### src/common/ssd_pkg.sv
// Shared constants for the stepper serial register port and stall monitor
package ssd_pkg;
    localparam int          WORD_BITS       = 16;
    localparam logic [4:0]  WORD_COUNT      = 5'h10;
    // Address field values (two top bits)
    localparam logic [1:0]  ADDR_SETUP_A    = 2'h0;
    localparam logic [1:0]  ADDR_SETUP_B    = 2'h1;
    localparam logic [1:0]  ADDR_RUN        = 2'h2;
    localparam logic [1:0]  ADDR_PROFILE    = 2'h3;
    // Power-on values including address bits
    localparam logic [15:0] RST_SETUP_A     = 16'h271c;
    localparam logic [15:0] RST_SETUP_B     = 16'h5020;
    localparam logic [15:0] RST_RUN         = 16'h8a40;
    localparam logic [15:0] RST_PROFILE     = 16'hc045;
    // Field positions
    localparam int          CD_LSB          = 2;
    localparam int          CD_MSB          = 9;
    localparam int          SRC_LO_BIT      = 0;
    localparam int          SRC_HI_BIT      = 1;
    localparam int          STS_LSB         = 12;
    localparam int          STS_MSB         = 13;
    localparam logic [1:0]  STS_OPPOSITE    = 2'h0;
    localparam logic [1:0]  STS_SAME        = 2'h1;
    // Upper flag positions in both fault words
    localparam int          BIT_ANY_FAULT   = 15;
    localparam int          BIT_STALL       = 10;
    // Controller-side APB register offsets
    localparam logic [7:0]  OFS_TX          = 8'h00;
    localparam logic [7:0]  OFS_CTRL        = 8'h04;
    localparam logic [7:0]  OFS_STATUS      = 8'h08;
    localparam logic [7:0]  OFS_RX          = 8'h0c;
    localparam logic [7:0]  OFS_DIV         = 8'h10;
    localparam logic [7:0]  RST_DIV         = 8'h06;
endpackage

### src/common/ssd_link_if.sv
// Serial link between controller and driver device
`timescale 1ns/10ps
`default_nettype none
interface ssd_link_if;
    logic sclk;
    logic strobe_n;
    logic serial_in_pin;
    logic serial_out_pin;
    logic serial_out_oe;
    modport device (input sclk, input strobe_n, input serial_in_pin,
                    output serial_out_pin, output serial_out_oe);
    modport ctrl (output sclk, output strobe_n, output serial_in_pin,
                  input serial_out_pin, input serial_out_oe);
endinterface
`default_nettype wire

### src/hdl/ssd_device.sv
// Driver-side serial register port with PWM-count stall monitor
//
// Notes on behaviour
// - Scheme select 00 compares opposite phases, default.
// - One PWM cycle counter per phase during rise.
// - Opposite scheme: compare with other phase's previous count.
// - Scheme 01: compare with same phase's previous count.
// - Stall source selected: pin low while stall set.
// - Phase A PWM-on selectable onto fault pin.
// - Strobe high between transfers; no shifting then.
// - Sample serial input on rising clock, strobe low.
// - Controller sends sixteen bits, MSB first.
// - Strobe rise latches word, applies new settings.
// - Good write clears the fault and stall flags of both fault words.
// - Threshold is setup word B bits 9..2, default 8.
// - Reset loads the four listed default words.
// - Works with defaults, no transfer ever needed.
// - Each device gets its own strobe line.
// - Top two bits select the target register.
// - Wrong bit count: discard, keep faults, set flag if any bits came.
// - Shift out angle word for setup B, else short.
// - Both fault words share the upper eight flags.
`timescale 1ns/10ps
`default_nettype none
module ssd_device
    import ssd_pkg::*;
(
    // Clock and reset
    input  wire logic        core_clk,
    input  wire logic        sys_rst,
    // Serial link
    ssd_link_if.device       link,
    // Motor-side events
    input  wire logic        pwm_cycle,
    input  wire logic [1:0]  rise_start,
    input  wire logic [1:0]  rise_end,
    input  wire logic        pwm_on_a,
    input  wire logic [7:0]  status_flags,
    input  wire logic [7:0]  short_flags,
    input  wire logic [5:0]  step_angle,
    // Outputs
    output logic             fault_output_pin,
    output logic [15:0]      system_setup_a,
    output logic [15:0]      system_setup_b,
    output logic [15:0]      motion_run,
    output logic [15:0]      profile_load,
    output logic             stall_flag
);
    logic [1:0]  sclk_s;
    logic [1:0]  str_s;
    logic [1:0]  sdi_s;
    logic        sclk_d;
    logic        str_d;
    logic [15:0] shift_in;
    logic [15:0] shift_out;
    logic [4:0]  edge_cnt;
    logic [15:0] short_fault_word;
    logic [15:0] angle_fault_word;
    logic        any_fault_flag;
    logic [7:0]  pwm_cnt [2];
    logic [7:0]  prev_cnt [2];
    logic [1:0]  prev_valid;
    logic [7:0]  upper_flags;

    wire sclk_rise = sclk_s[1] & ~sclk_d;
    wire str_fall  = ~str_s[1] & str_d;
    wire str_rise  = str_s[1] & ~str_d;
    wire good_word = (edge_cnt == WORD_COUNT);
    wire [7:0] count_difference_threshold = system_setup_b[CD_MSB:CD_LSB];
    wire [1:0] stall_scheme_select = profile_load[STS_MSB:STS_LSB];
    wire pin_source_select_hi = system_setup_b[SRC_HI_BIT];
    wire pin_source_select_lo = system_setup_b[SRC_LO_BIT];

    function automatic logic [7:0] abs_diff(input logic [7:0] a, input logic [7:0] b);
        abs_diff = (a > b) ? a - b : b - a;
    endfunction

    // Link pins come from another domain
    always_ff @(posedge core_clk)
    begin
        sclk_s <= {sclk_s[0], link.sclk};
        str_s  <= {str_s[0], link.strobe_n};
        sdi_s  <= {sdi_s[0], link.serial_in_pin};
        sclk_d <= sclk_s[1];
        str_d  <= str_s[1];
    end

    // Shift in, count edges
    always_ff @(posedge core_clk)
    begin
        if (sys_rst)
        begin
            shift_in <= 16'h0000;
            edge_cnt <= 5'h00;
        end
        else if (str_fall)
        begin
            edge_cnt <= 5'h00;
        end
        else if (!str_s[1] && sclk_rise)
        begin
            shift_in <= {shift_in[14:0], sdi_s[1]};
            if (edge_cnt != 5'h1f)
                edge_cnt <= edge_cnt + 5'h01;
        end
    end

    // Writable registers
    always_ff @(posedge core_clk)
    begin
        if (sys_rst)
        begin
            system_setup_a <= RST_SETUP_A;
            system_setup_b <= RST_SETUP_B;
            motion_run     <= RST_RUN;
            profile_load   <= RST_PROFILE;
        end
        else if (str_rise && good_word)
        begin
            case (shift_in[15:14])
                ADDR_SETUP_A: system_setup_a <= shift_in;
                ADDR_SETUP_B: system_setup_b <= shift_in;
                ADDR_RUN:     motion_run     <= shift_in;
                default:      profile_load   <= shift_in;
            endcase
        end
    end

    // Per-phase PWM counters and stall compare
    always_ff @(posedge core_clk)
    begin
        if (sys_rst)
        begin
            pwm_cnt[0]  <= 8'h00;
            pwm_cnt[1]  <= 8'h00;
            prev_cnt[0] <= 8'h00;
            prev_cnt[1] <= 8'h00;
            prev_valid  <= 2'h0;
            stall_flag  <= 1'b0;
        end
        else
        begin
            for (int p = 0; p < 2; p++)
            begin
                if (rise_start[p])
                    pwm_cnt[p] <= 8'h00;
                else if (pwm_cycle && pwm_cnt[p] != 8'hff)
                    pwm_cnt[p] <= pwm_cnt[p] + 8'h01;
                if (rise_end[p])
                begin
                    prev_cnt[p]   <= pwm_cnt[p];
                    prev_valid[p] <= 1'b1;
                end
            end
            for (int p = 0; p < 2; p++)
            begin
                if (rise_end[p])
                begin
                    if (stall_scheme_select == STS_OPPOSITE && prev_valid[1-p]
                        && abs_diff(pwm_cnt[p], prev_cnt[1-p])
                           > count_difference_threshold)
                        stall_flag <= 1'b1;
                    if (stall_scheme_select == STS_SAME && prev_valid[p]
                        && abs_diff(pwm_cnt[p], prev_cnt[p])
                           > count_difference_threshold)
                        stall_flag <= 1'b1;
                end
            end
            // Set wins: clear only when no phase ends a rise this cycle
            if (str_rise && good_word && rise_end == 2'h0)
                stall_flag <= 1'b0;
        end
    end

    // Fault words; events set, good write clears, bad write flags
    always_ff @(posedge core_clk)
    begin
        if (sys_rst)
            any_fault_flag <= 1'b1;
        else if (str_rise && !good_word && edge_cnt != 5'h00)
            any_fault_flag <= 1'b1;
        // A stall that this very write clears must not re-arm the flag
        else if (|short_flags || |status_flags || (stall_flag && !(str_rise && good_word)))
            any_fault_flag <= 1'b1;
        else if (str_rise && good_word)
            any_fault_flag <= 1'b0;
    end

    always_comb
    begin
        upper_flags = {any_fault_flag, status_flags[6:3], stall_flag, status_flags[1:0]};
        short_fault_word = {upper_flags, short_flags};
        angle_fault_word = {upper_flags, 2'h0, step_angle};
    end

    // Serial output: present flag at strobe fall, then shift the chosen word
    always_ff @(posedge core_clk)
    begin
        if (sys_rst)
        begin
            shift_out          <= 16'h0000;
            link.serial_out_pin <= 1'b0;
            link.serial_out_oe  <= 1'b0;
        end
        else if (str_s[1])
        begin
            link.serial_out_oe  <= 1'b0;
        end
        else if (str_fall)
        begin
            link.serial_out_oe  <= 1'b1;
            link.serial_out_pin <= any_fault_flag;
            shift_out          <= short_fault_word;
        end
        else if (sclk_rise)
        begin
            // Upper bytes agree, so the word can be picked once both address bits are in
            if (edge_cnt == 5'h01 && {shift_in[0], sdi_s[1]} == ADDR_SETUP_B)
            begin
                link.serial_out_pin <= angle_fault_word[13];
                shift_out           <= {angle_fault_word[13:0], 2'h0};
            end
            else
            begin
                link.serial_out_pin <= shift_out[14];
                shift_out           <= {shift_out[14:0], 1'b0};
            end
        end
    end

    // Fault output pin: active low for any fault or for stall, or phase A PWM-on, per source select
    always_ff @(posedge core_clk)
    begin
        if (sys_rst)
            fault_output_pin <= 1'b1;
        else if (pin_source_select_hi && !pin_source_select_lo)
            fault_output_pin <= pwm_on_a;
        else if (pin_source_select_hi && pin_source_select_lo)
            fault_output_pin <= ~stall_flag;
        else
            fault_output_pin <= ~any_fault_flag;
    end
endmodule
`default_nettype wire

### src/flat_wrapper.sv
// flat-port wrapper written by rule: the top's interface ports become plain ports
module ssd_device_flat import ssd_pkg::*;
  (core_clk, sys_rst, pwm_cycle, rise_start, rise_end, pwm_on_a, status_flags, short_flags, step_angle, fault_output_pin, system_setup_a, system_setup_b, motion_run, profile_load, stall_flag, link_sclk, link_strobe_n, link_serial_in_pin, link_serial_out_pin, link_serial_out_oe);
  ssd_link_if link_i ();
  input  wire logic core_clk;
  input  wire logic sys_rst;
  input  wire logic pwm_cycle;
  input  wire logic [1:0] rise_start;
  input  wire logic [1:0] rise_end;
  input  wire logic pwm_on_a;
  input  wire logic [7:0] status_flags;
  input  wire logic [7:0] short_flags;
  input  wire logic [5:0] step_angle;
  output logic fault_output_pin;
  output logic [15:0] system_setup_a;
  output logic [15:0] system_setup_b;
  output logic [15:0] motion_run;
  output logic [15:0] profile_load;
  output logic stall_flag;
  input wire logic [$bits(link_i.sclk)-1:0] link_sclk;
  input wire logic [$bits(link_i.strobe_n)-1:0] link_strobe_n;
  input wire logic [$bits(link_i.serial_in_pin)-1:0] link_serial_in_pin;
  output wire logic [$bits(link_i.serial_out_pin)-1:0] link_serial_out_pin;
  output wire logic [$bits(link_i.serial_out_oe)-1:0] link_serial_out_oe;
  assign link_i.sclk = link_sclk;
  assign link_i.strobe_n = link_strobe_n;
  assign link_i.serial_in_pin = link_serial_in_pin;
  assign link_serial_out_pin = link_i.serial_out_pin;
  assign link_serial_out_oe = link_i.serial_out_oe;
  ssd_device u_core (.core_clk(core_clk), .sys_rst(sys_rst), .link(link_i), .pwm_cycle(pwm_cycle), .rise_start(rise_start), .rise_end(rise_end), .pwm_on_a(pwm_on_a), .status_flags(status_flags), .short_flags(short_flags), .step_angle(step_angle), .fault_output_pin(fault_output_pin), .system_setup_a(system_setup_a), .system_setup_b(system_setup_b), .motion_run(motion_run), .profile_load(profile_load), .stall_flag(stall_flag));
endmodule
### config.mk
export PLATFORM = sky130hd
export DESIGN_NAME = ssd_device_flat
export DESIGN_NICKNAME = d
export VERILOG_FILES = /design/src/common/ssd_pkg.sv /design/src/common/ssd_link_if.sv /design/src/hdl/ssd_device.sv /design/src/flat_wrapper.sv
export SDC_FILE = /design/constraint.sdc
export NUM_CORES = 1
export LEC_CHECK = 0
export ABC_CLOCK_PERIOD_IN_PS = 4700
export BUFFER_PORTS_ARGS = -buffer_cell sky130_fd_sc_hd__buf_2
export CELL_PAD_IN_SITES_DETAIL_PLACEMENT = 0
export CELL_PAD_IN_SITES_GLOBAL_PLACEMENT = 1
export CORE_MARGIN = 2
export CORE_UTILIZATION = 45
export DETAILED_ROUTE_END_ITERATION = 12
export GPL_TIMING_DRIVEN = 0
export PLACE_DENSITY = 0.83
export SETUP_SLACK_MARGIN = 0.2
export SLEW_MARGIN = 20
export SYNTH_ARGS = -nofsm -noshare
export SYNTH_HDL_FRONTEND = slang
export SYNTH_SLANG_ARGS = --single-unit
### constraint.sdc
create_clock -name core_clk -period 4.7 [get_ports core_clk]
set_input_delay 0.47 -clock core_clk [delete_from_list [all_inputs] [get_ports core_clk]]
set_output_delay 0.47 -clock core_clk [all_outputs]
set_load 0.03 [all_outputs]
**After elaboration in Yosys (flattened, before gate mapping)**

Memories as Yosys holds them, arrays and structs flattened.
Index checks and enable logic that the tools add are counted.

- Bitwise logic cells: 16
- $lt $le $gt $ge: 8
- Equality and inequality tests: 9
- Add/subtract/negate cells: 11
- Mux-type cells: 46
- Reduce and logical (&&, ||, !) cells: 44

Operators with widths:

| kind | count |
|---|---|
| 8-bit two-way mux | 10 |
| 8-bit greater-than comparator | 8 |
| 8-bit subtractor | 8 |
| 15-bit two-way mux | 3 |
| 1-bit two-way mux | 33 |
| 1-bit logical AND | 19 |
| 8-bit by 1-bit adder with 8-bit output, second input constant | 2 |
| 8-bit != test, second input constant | 2 |
| 8-bit OR reduction | 2 |
| 2-bit AND reduction | 7 |
| 1-bit inverter | 7 |
| 2-bit by 1-bit == test with 1-bit output, second input constant | 3 |
| 2-bit zero test | 3 |
| 1-bit bitwise OR | 6 |
| 2-bit OR reduction | 3 |
| 3-bit OR reduction | 2 |
| 5-bit by 1-bit adder with 5-bit output, second input constant | 1 |
| 5-bit by 1-bit == test with 1-bit output, second input constant | 1 |
| 5-bit == test, second input constant | 1 |
| 5-bit != test, second input constant | 1 |
| 5-bit nonzero test | 1 |
| 1-bit zero test | 4 |
| 1-bit bitwise AND | 3 |
| 2-bit == test, second input constant | 1 |
| 2 further kinds | 3 |

- Register bits: 115
- Bits in writable memories: 32
- Memories: 2

Memories:

| memory | words | width | rd ports | clocked after memory_dff | write ports | line | text |
|---|---|---|---|---|---|---|---|
| u_core.prev_cnt | 2 | 8 | 2 | 0 | 2 | ssd_device.sv:61 | `logic [7:0] prev_cnt [2];` |
| u_core.pwm_cnt | 2 | 8 | 2 | 0 | 2 | ssd_device.sv:60 | `logic [7:0] pwm_cnt [2];` |

**Logic depth before layout (Yosys ltp)**

Gate-level depths: netlist of the first run.
An unclocked memory read counts as a cell.

- Depth in word-level cells: 11
- Gate-level depth with buffers: 17

**Worst setup path after synthesis of the first run**

No wires, ideal clock.

- Path kind: reg2reg
- Start: mem u_core.pwm_cnt[0][0]
- End: reg u_core.stall_flag
- Path slack: 1.220 ns
- Data required time: 4.567 ns
- Period minus slack after synthesis: 3.480 ns
- Data arrival time: 3.347 ns
- Path buffers: 1
- Library setup time: 0.133 ns
- Cell stages (with the launch flop): 18
- Path through: edfxtp_1 -> inv_1 -> ha_1 -> inv_1 -> fa_1 -> nand3_1 -> a21o_1 -> a21o_1 -> buf_4 -> mux2_4 -> a311oi_1 -> nor3_1 -> ha_1 -> nand4_1 -> a21oi_1 -> a2111oi_0 -> o32a_1 -> a31oi_1

RTL lines:

| item | line | text |
|---|---|---|
| start: declaration | ssd_device.sv:60 |  |
| end signal: assignment | ssd_device.sv:139 | `stall_flag <= 1'b0;` |
| end signal: assignment | ssd_device.sv:162 | `stall_flag <= 1'b1;` |
| end signal: assignment | ssd_device.sv:166 | `stall_flag <= 1'b1;` |
| end: declaration | ssd_device.sv:47 | `output logic stall_flag` |

==> metrics.txt, run 1 <==
Die ar.=21100 um^2; commonest cells after routing, fill and taps aside=nand2_1, dfxtp_1, buf_2; Total Power=3.67 mW; critical path class=flop to flop; sequential fraction of the synthesis area=0.363; DRC=0; CTS tree=built; Critical-path top delay cell=edfxtp_1; register share of total power=0.371; initial antenna violation count=2; synth top area cells=dfxtp_1, ha_1, edfxtp_1; ANT nets after route=0; initial core utilization=0.461; drt first pass iters=5; Mean Syn Cell Area=8.83 um^2; register area=3260 um^2; #FFs+latches synth=147; area of the multi-input gates=5260 um^2; fmax=0.232 GHz; Placed Area=9830 um^2; min-delay worst type=primary input to flop; Final Setup Violations=0; Ports=101; Avg Vias per Cell=5.44; final core occ=0.535; Critical Path Most Common Cell=a21o_1; fillcell total=1878; row cnt=51; Worst Skew=0.0123 ns; area grow syn2layout=16.2%; layout cells sized above 1=0.168; cells resized by post-CTS repair=0; asr flop ratio synth=0; Sw Share=0.335; reg2reg start=u_core.pwm_cnt[0][0]; largest net degree at the start of global routing=20; DP HPWL=19.1 mm; TritonCTS Buffers=17; clock tree buffer depth=2; run status=completed; crit share post-route=0.918; max-cap violation count=0; core area=19500 um^2; hold buffers post-CTS=0; Worst setup startpoint=u_core.pwm_cnt[0][0]; Die Y=145 um; CP required=4.98 ns; maximum VDD drop=0.283 mV; Pint=2.44 mW; unrepaired setup endpoints after global routing=false; DRT iter0 DRCs=550; H-Tree Level Count=4; Max Fanout on Critical Path=9; first-pass GRT wire length=40.3 mm; Post-Synthesis Net Count=1158; combinational cell fraction of total power=0.238; CP Capture Type=flop; Final Wtd Congestion=0.869; setup tns final=0 ns; CP startpoint kind=flop; share of the synthesized area in the top cell type=0.256; later-pin clock latency in the skew report=0.44 ns; clock sinks=147; PortBufs=100; Leak Pwr=4.38 nW; Clock power frac=0.391; Syn Inst Count=1019; gr ovfl total=0; crit path DAT=4.60 ns; Final Hold Fails=0; cell taking the most area after synthesis=dfxtp_1; post-synthesis cell area=9000 um^2; fin area=10500 um^2; DR vias=7712; Largest stage delay, worst path=0.57 ns; most common cell after layout, fill and taps aside=nand2_1; Pwr Density=351 nW/um^2; die width=145 um; Slew Limit Fails=0; Tot GR Track Use=0.239; Distinct cells, synth=69; min-delay src=link_strobe_n; count of warnings emitted by yosys=0; net switching power=1.23 mW; Slew @ Worst Pin=0.801 ns; Post-Route WL=25.4 mm; final worst path period need=4.31 ns; Clk pin slew, worst setup/hold paths=0.08 ns; Post-synth EDFFs=32; CP Cell Sequence=inv_1 > ha_1 > inv_1 > fa_1 > nand3_1 > a21o_1 > a21o_1 > buf_4 > mux2_4 > a41o_1 > nor3_1 > ha_1 > a21o_1 > a21o_1 > a211oi_1 > o31a_1 > a31oi_1; CTS root buffer=clkbuf_16; post-layout net count=1277; post-CTS setup buffers=0; WL/cell=17.9 um; vias in the first global route=7368; Slew headroom=0.462; ys flop type=dfxtp_1
-- final timing paths --
path / endpoint / slack [ns] / cells past startpoint
worst min register to register: u_core.sdi_s[1] / 0.33 / 0
worst max-delay path: u_core.stall_flag / 0.39 / 17
worst max register to register: u_core.stall_flag / 0.39 / 17
worst min-delay path: u_core.str_s[0] / 0.12 / 1
-- critical path: cells and delay by family (launching register included) --
family | cells | cell delay [ns]
AOI/OAI and AO/OA | 8 | 1.50
adders and majority gates | 3 | 0.90
DFF | 1 | 0.57
buffers and inverters | 3 | 0.45
and+or+nand+nor | 2 | 0.42
muxes | 1 | 0.34
-- final cells by class --
type                    instances  area share
diodes                          1    0.000239
plain buffers                  50      0.0246
clock buffers                  17      0.0407
clock inverters                15      0.0188
inverters                      58      0.0208
multi-input cells             764       0.503
flip-flops and latches        147       0.312
well taps                     265      0.0317
repair buffers                100      0.0479
-- stage by stage --
step	hold slack, ns	setup slack [ns]	instances
floorplan	0.310	1.22	1019
global placement	0.313	0.372	1384
detailed placement	0.315	0.391	1384
CTS	0.113	0.352	1416
global route	0.105	0.218	1416
finish	0.125	0.386	1417
-- logic make-up after synthesis --
group	count (synthesis)	synth area share
DFF	147	0.363
and+or+nand+nor	375	0.195
muxes	41	0.0496
buffers and inverters	108	0.0528
adders and majority gates	106	0.154
xor gates and xnor gates	35	0.0341
AOI/OAI and AO/OA	207	0.152
-- power by group through the flow --
stage	Clock, mW	Sequential [mW]	Combinational, mW
2_1_floorplan	0	1.38	0.648
3_3_place_gp	0	1.39	0.846
3_5_place_dp	0	1.39	0.853
4_1_cts	1.45	1.36	0.862
5_1_grt	1.51	1.36	0.973
6_report	1.43	1.36	0.872
-- sequential cells by signal, summed over array words and instances, names as in the netlist, 2 cells and up --
register               flops
u_core.edge_cnt            5
u_core.motion_run         16
u_core.prev_cnt           16
u_core.prev_valid          2
u_core.profile_load       16
u_core.pwm_cnt            16
u_core.sclk_s              2
u_core.sdi_s               2
u_core.shift_in           16
u_core.shift_out          15
u_core.str_s               2
u_core.system_setup_a     16
u_core.system_setup_b     16
-- cell usage after synthesis (all sizes together) (18+ instances only) --
master,instances
buf,21
a21o,19
nor2b,20
nor3,19
nand4,20
ha,98
mux2,23
nand2,175
edfxtp,32
dfxtp,115
nand3,18
mux2i,18
o21ai,20
nor2,64
xnor2,23
clkbuf,29
a21oi,98
inv,58
-- per-layer routing --
metal | vias up | GRT usage | wire (um)
met5 | - | 0 | 13
met1 | 3648 | 0.324 | 11800
met3 | 35 | 0.0552 | 1370
met2 | 192 | 0.386 | 11800
met4 | 2 | 0.0662 | 471
li1 | 3835 | - | -
Power figures use the tool's default switching activity.
==> inputs of run 2 (changes only) <==
--- a/config.mk
+++ b/config.mk
@@ -10,10 +10,10 @@
 export CELL_PAD_IN_SITES_DETAIL_PLACEMENT = 0
 export CELL_PAD_IN_SITES_GLOBAL_PLACEMENT = 1
 export CORE_MARGIN = 2
-export CORE_UTILIZATION = 45
+export CORE_UTILIZATION = 25
 export DETAILED_ROUTE_END_ITERATION = 12
 export GPL_TIMING_DRIVEN = 0
-export PLACE_DENSITY = 0.83
+export PLACE_DENSITY = 0.53
 export SETUP_SLACK_MARGIN = 0.2
 export SLEW_MARGIN = 20
 export SYNTH_ARGS = -nofsm -noshare
==> run 2 against run 1 <==
  * Critical path depth stayed put
  * Worst setup slack improved by 0.027 ns
  * Sequential cell count is the same
  * Clock skew grew 0.0026 ns
  * Largest cell class unchanged
==> metrics.txt, run 2 (synthesized netlist as in run 1, its figures left out) <==
largest net degree at the start of global routing=17 (-15%); Total Power=3.59 mW (-2.2%); most common cell after layout, fill and taps aside=nand2_1; critical path class=flop to flop; hold endpoint=u_core.sdi_s[0]; later-pin clock latency in the skew report=0.44 ns (about the same); max-cap violation count=0 (unchanged); Post-Route WL=29.9 mm (+18%); r2r endpoint=u_core.stall_flag; Max Fanout on Critical Path=9 (unchanged); DR vias=7755 (+0.56%); dpl ws=0.282 ns (-0.109 ns); Clk pin slew, worst setup/hold paths=0.07 ns (about the same); Ports=101 (unchanged); crit path DAT=4.58 ns (-0.02 ns); die width=194 um (+33%); first-pass GRT wire length=46.4 mm (+15%); Tot GR Track Use=0.160 (-0.0794); fillcell total=3819 (+100%); run status=completed; Die Y=194 um (+33%); Leak Pwr=4.34 nW (-1.0%); post-route insts no fill=1613 (+14%); Worst Skew=0.0150 ns (+0.00264 ns); CTS tree=built; H-Tree Level Count=4 (unchanged); maximum VDD drop=0.267 mV (-5.6%); final worst path period need=4.29 ns (-0.0274 ns); Avg Vias per Cell=4.81 (-12%); DP HPWL=23.0 mm (+21%); clock tree buffer depth=2 (unchanged); delay-heaviest family, CP=compound AO/OA/AOI/OAI gates; initial core utilization=0.254 (-0.207); Slew @ Worst Pin=0.879 ns (+0.0780 ns); CP Capture Type=flop; Largest stage delay, worst path=0.59 ns (+0.02 ns); WL/cell=18.5 um (+3.4%); CTS root buffer=clkbuf_16; Critical-path top delay cell=a2111oi_1; R2R depth=17 (unchanged); CP required=5.00 ns (+0.02 ns); post-CTS setup buffers=0 (unchanged); Final Hold Fails=0 (unchanged); Worst Path Buf+Inv=3 (unchanged); post-layout net count=1277 (unchanged); crit share post-route=0.912 (-0.00583); fmax=0.233 GHz (+0.64%); core area=35500 um^2 (+82%); row cnt=69 (+35%); ANT nets after route=0 (unchanged); DRC=0 (unchanged); FF-to-FF setup slack=0.41 ns (+0.03 ns); commonest cells after routing, fill and taps aside=nand2_1, dfxtp_1, buf_2; setup tns final=0 ns (unchanged); Final Wtd Congestion=0.829 (-4.6%); DRT iter0 DRCs=524 (-4.7%); gr ovfl total=0 (unchanged); initial antenna violation count=2 (unchanged); Placed Cells=1580 (+14%); unrepaired setup endpoints after global routing=false; Slew headroom=0.412 (-0.0501); Pwr Density=337 nW/um^2 (-3.8%); Setup WS post-layout=0.413 ns (+0.0274 ns); area grow syn2layout=18.1%; Die ar.=37500 um^2 (+77%); Slew Limit Fails=0 (unchanged); drt first pass iters=5 (unchanged); TritonCTS Buffers=17 (unchanged); min-delay src=link_serial_in_pin; clock sinks=147 (unchanged); Final Setup Violations=0 (unchanged); hold path cells=1 (unchanged); CP Cell Sequence=inv_1 > ha_1 > inv_1 > fa_1 > nand3_1 > a21o_1 > a21o_1 > buf_4 > mux2_4 > a41o_1 > nor3_1 > ha_1 > nand4_1 > a21oi_1 > a2111oi_1 > o32a_1 > a31oi_1; PortBufs=100 (unchanged); min-delay worst type=primary input to flop; reg2reg start=u_core.pwm_cnt[0][0]; CP startpoint kind=flop; vias in the first global route=7619 (+3.4%); layout cells sized above 1=0.166 (-0.00174)
## run 2: worst max-delay path by stage
stage / from / end / depth (start not counted)
2_1_floorplan: u_core.pwm_cnt[0][0] / u_core.stall_flag / 17
3_3_place_gp: u_core.pwm_cnt[0][0] / u_core.stall_flag / 17
3_5_place_dp: u_core.pwm_cnt[0][0] / u_core.stall_flag / 17
4_1_cts: u_core.pwm_cnt[0][0] / u_core.stall_flag / 17
5_1_grt: u_core.pwm_cnt[0][1] / u_core.stall_flag / 15
6_report: u_core.pwm_cnt[0][0] / u_core.stall_flag / 17
## run 2: metrics by stage
stage | area, um^2 | utilization | hold slack, ns
final | 10600 | 0.300 | 0.136
after global routing | 10600 | 0.300 | 0.117
after global placement | 10100 | 0.284 | 0.318
after detailed placement | 10100 | 0.284 | 0.316
after CTS | 10600 | 0.299 | 0.119
after floorplan | 9000 | - | 0.310
## run 2: power breakdown
| part | internal, mW | switching, mW |
|---|---|---|
| Combinational | 0.386 | 0.518 |
| Sequential | 1.32 | 0.0433 |
| Clock | 0.702 | 0.615 |
| Total | 2.41 | 1.18 |
## run 2: metal layers
layer,up-vias,track usage,routed length [um]
met4,0,0.0441,355
met3,21,0.0254,961
met5,-,0,0
met2,137,0.260,13900
li1,3853,-,-
met1,3744,0.220,14600
## run 2: what timing repair did
item	CTS	global route
hold buffers	0	0
resized for setup	0	2
endpoints found under the setup margin	0	1
## run 2: layout make-up
class                   instances  area, um^2  area share
plain buffers                  50         258      0.0242
inverters                      58         218      0.0205
multi-input cells             764        5270       0.495
flip-flops and latches        147        3260       0.307
repair buffers                100         500      0.0471
clock buffers                  21         450      0.0424
well taps                     461         577      0.0543
diodes                          1        2.50    0.000235
clock inverters                11        95.1     0.00895
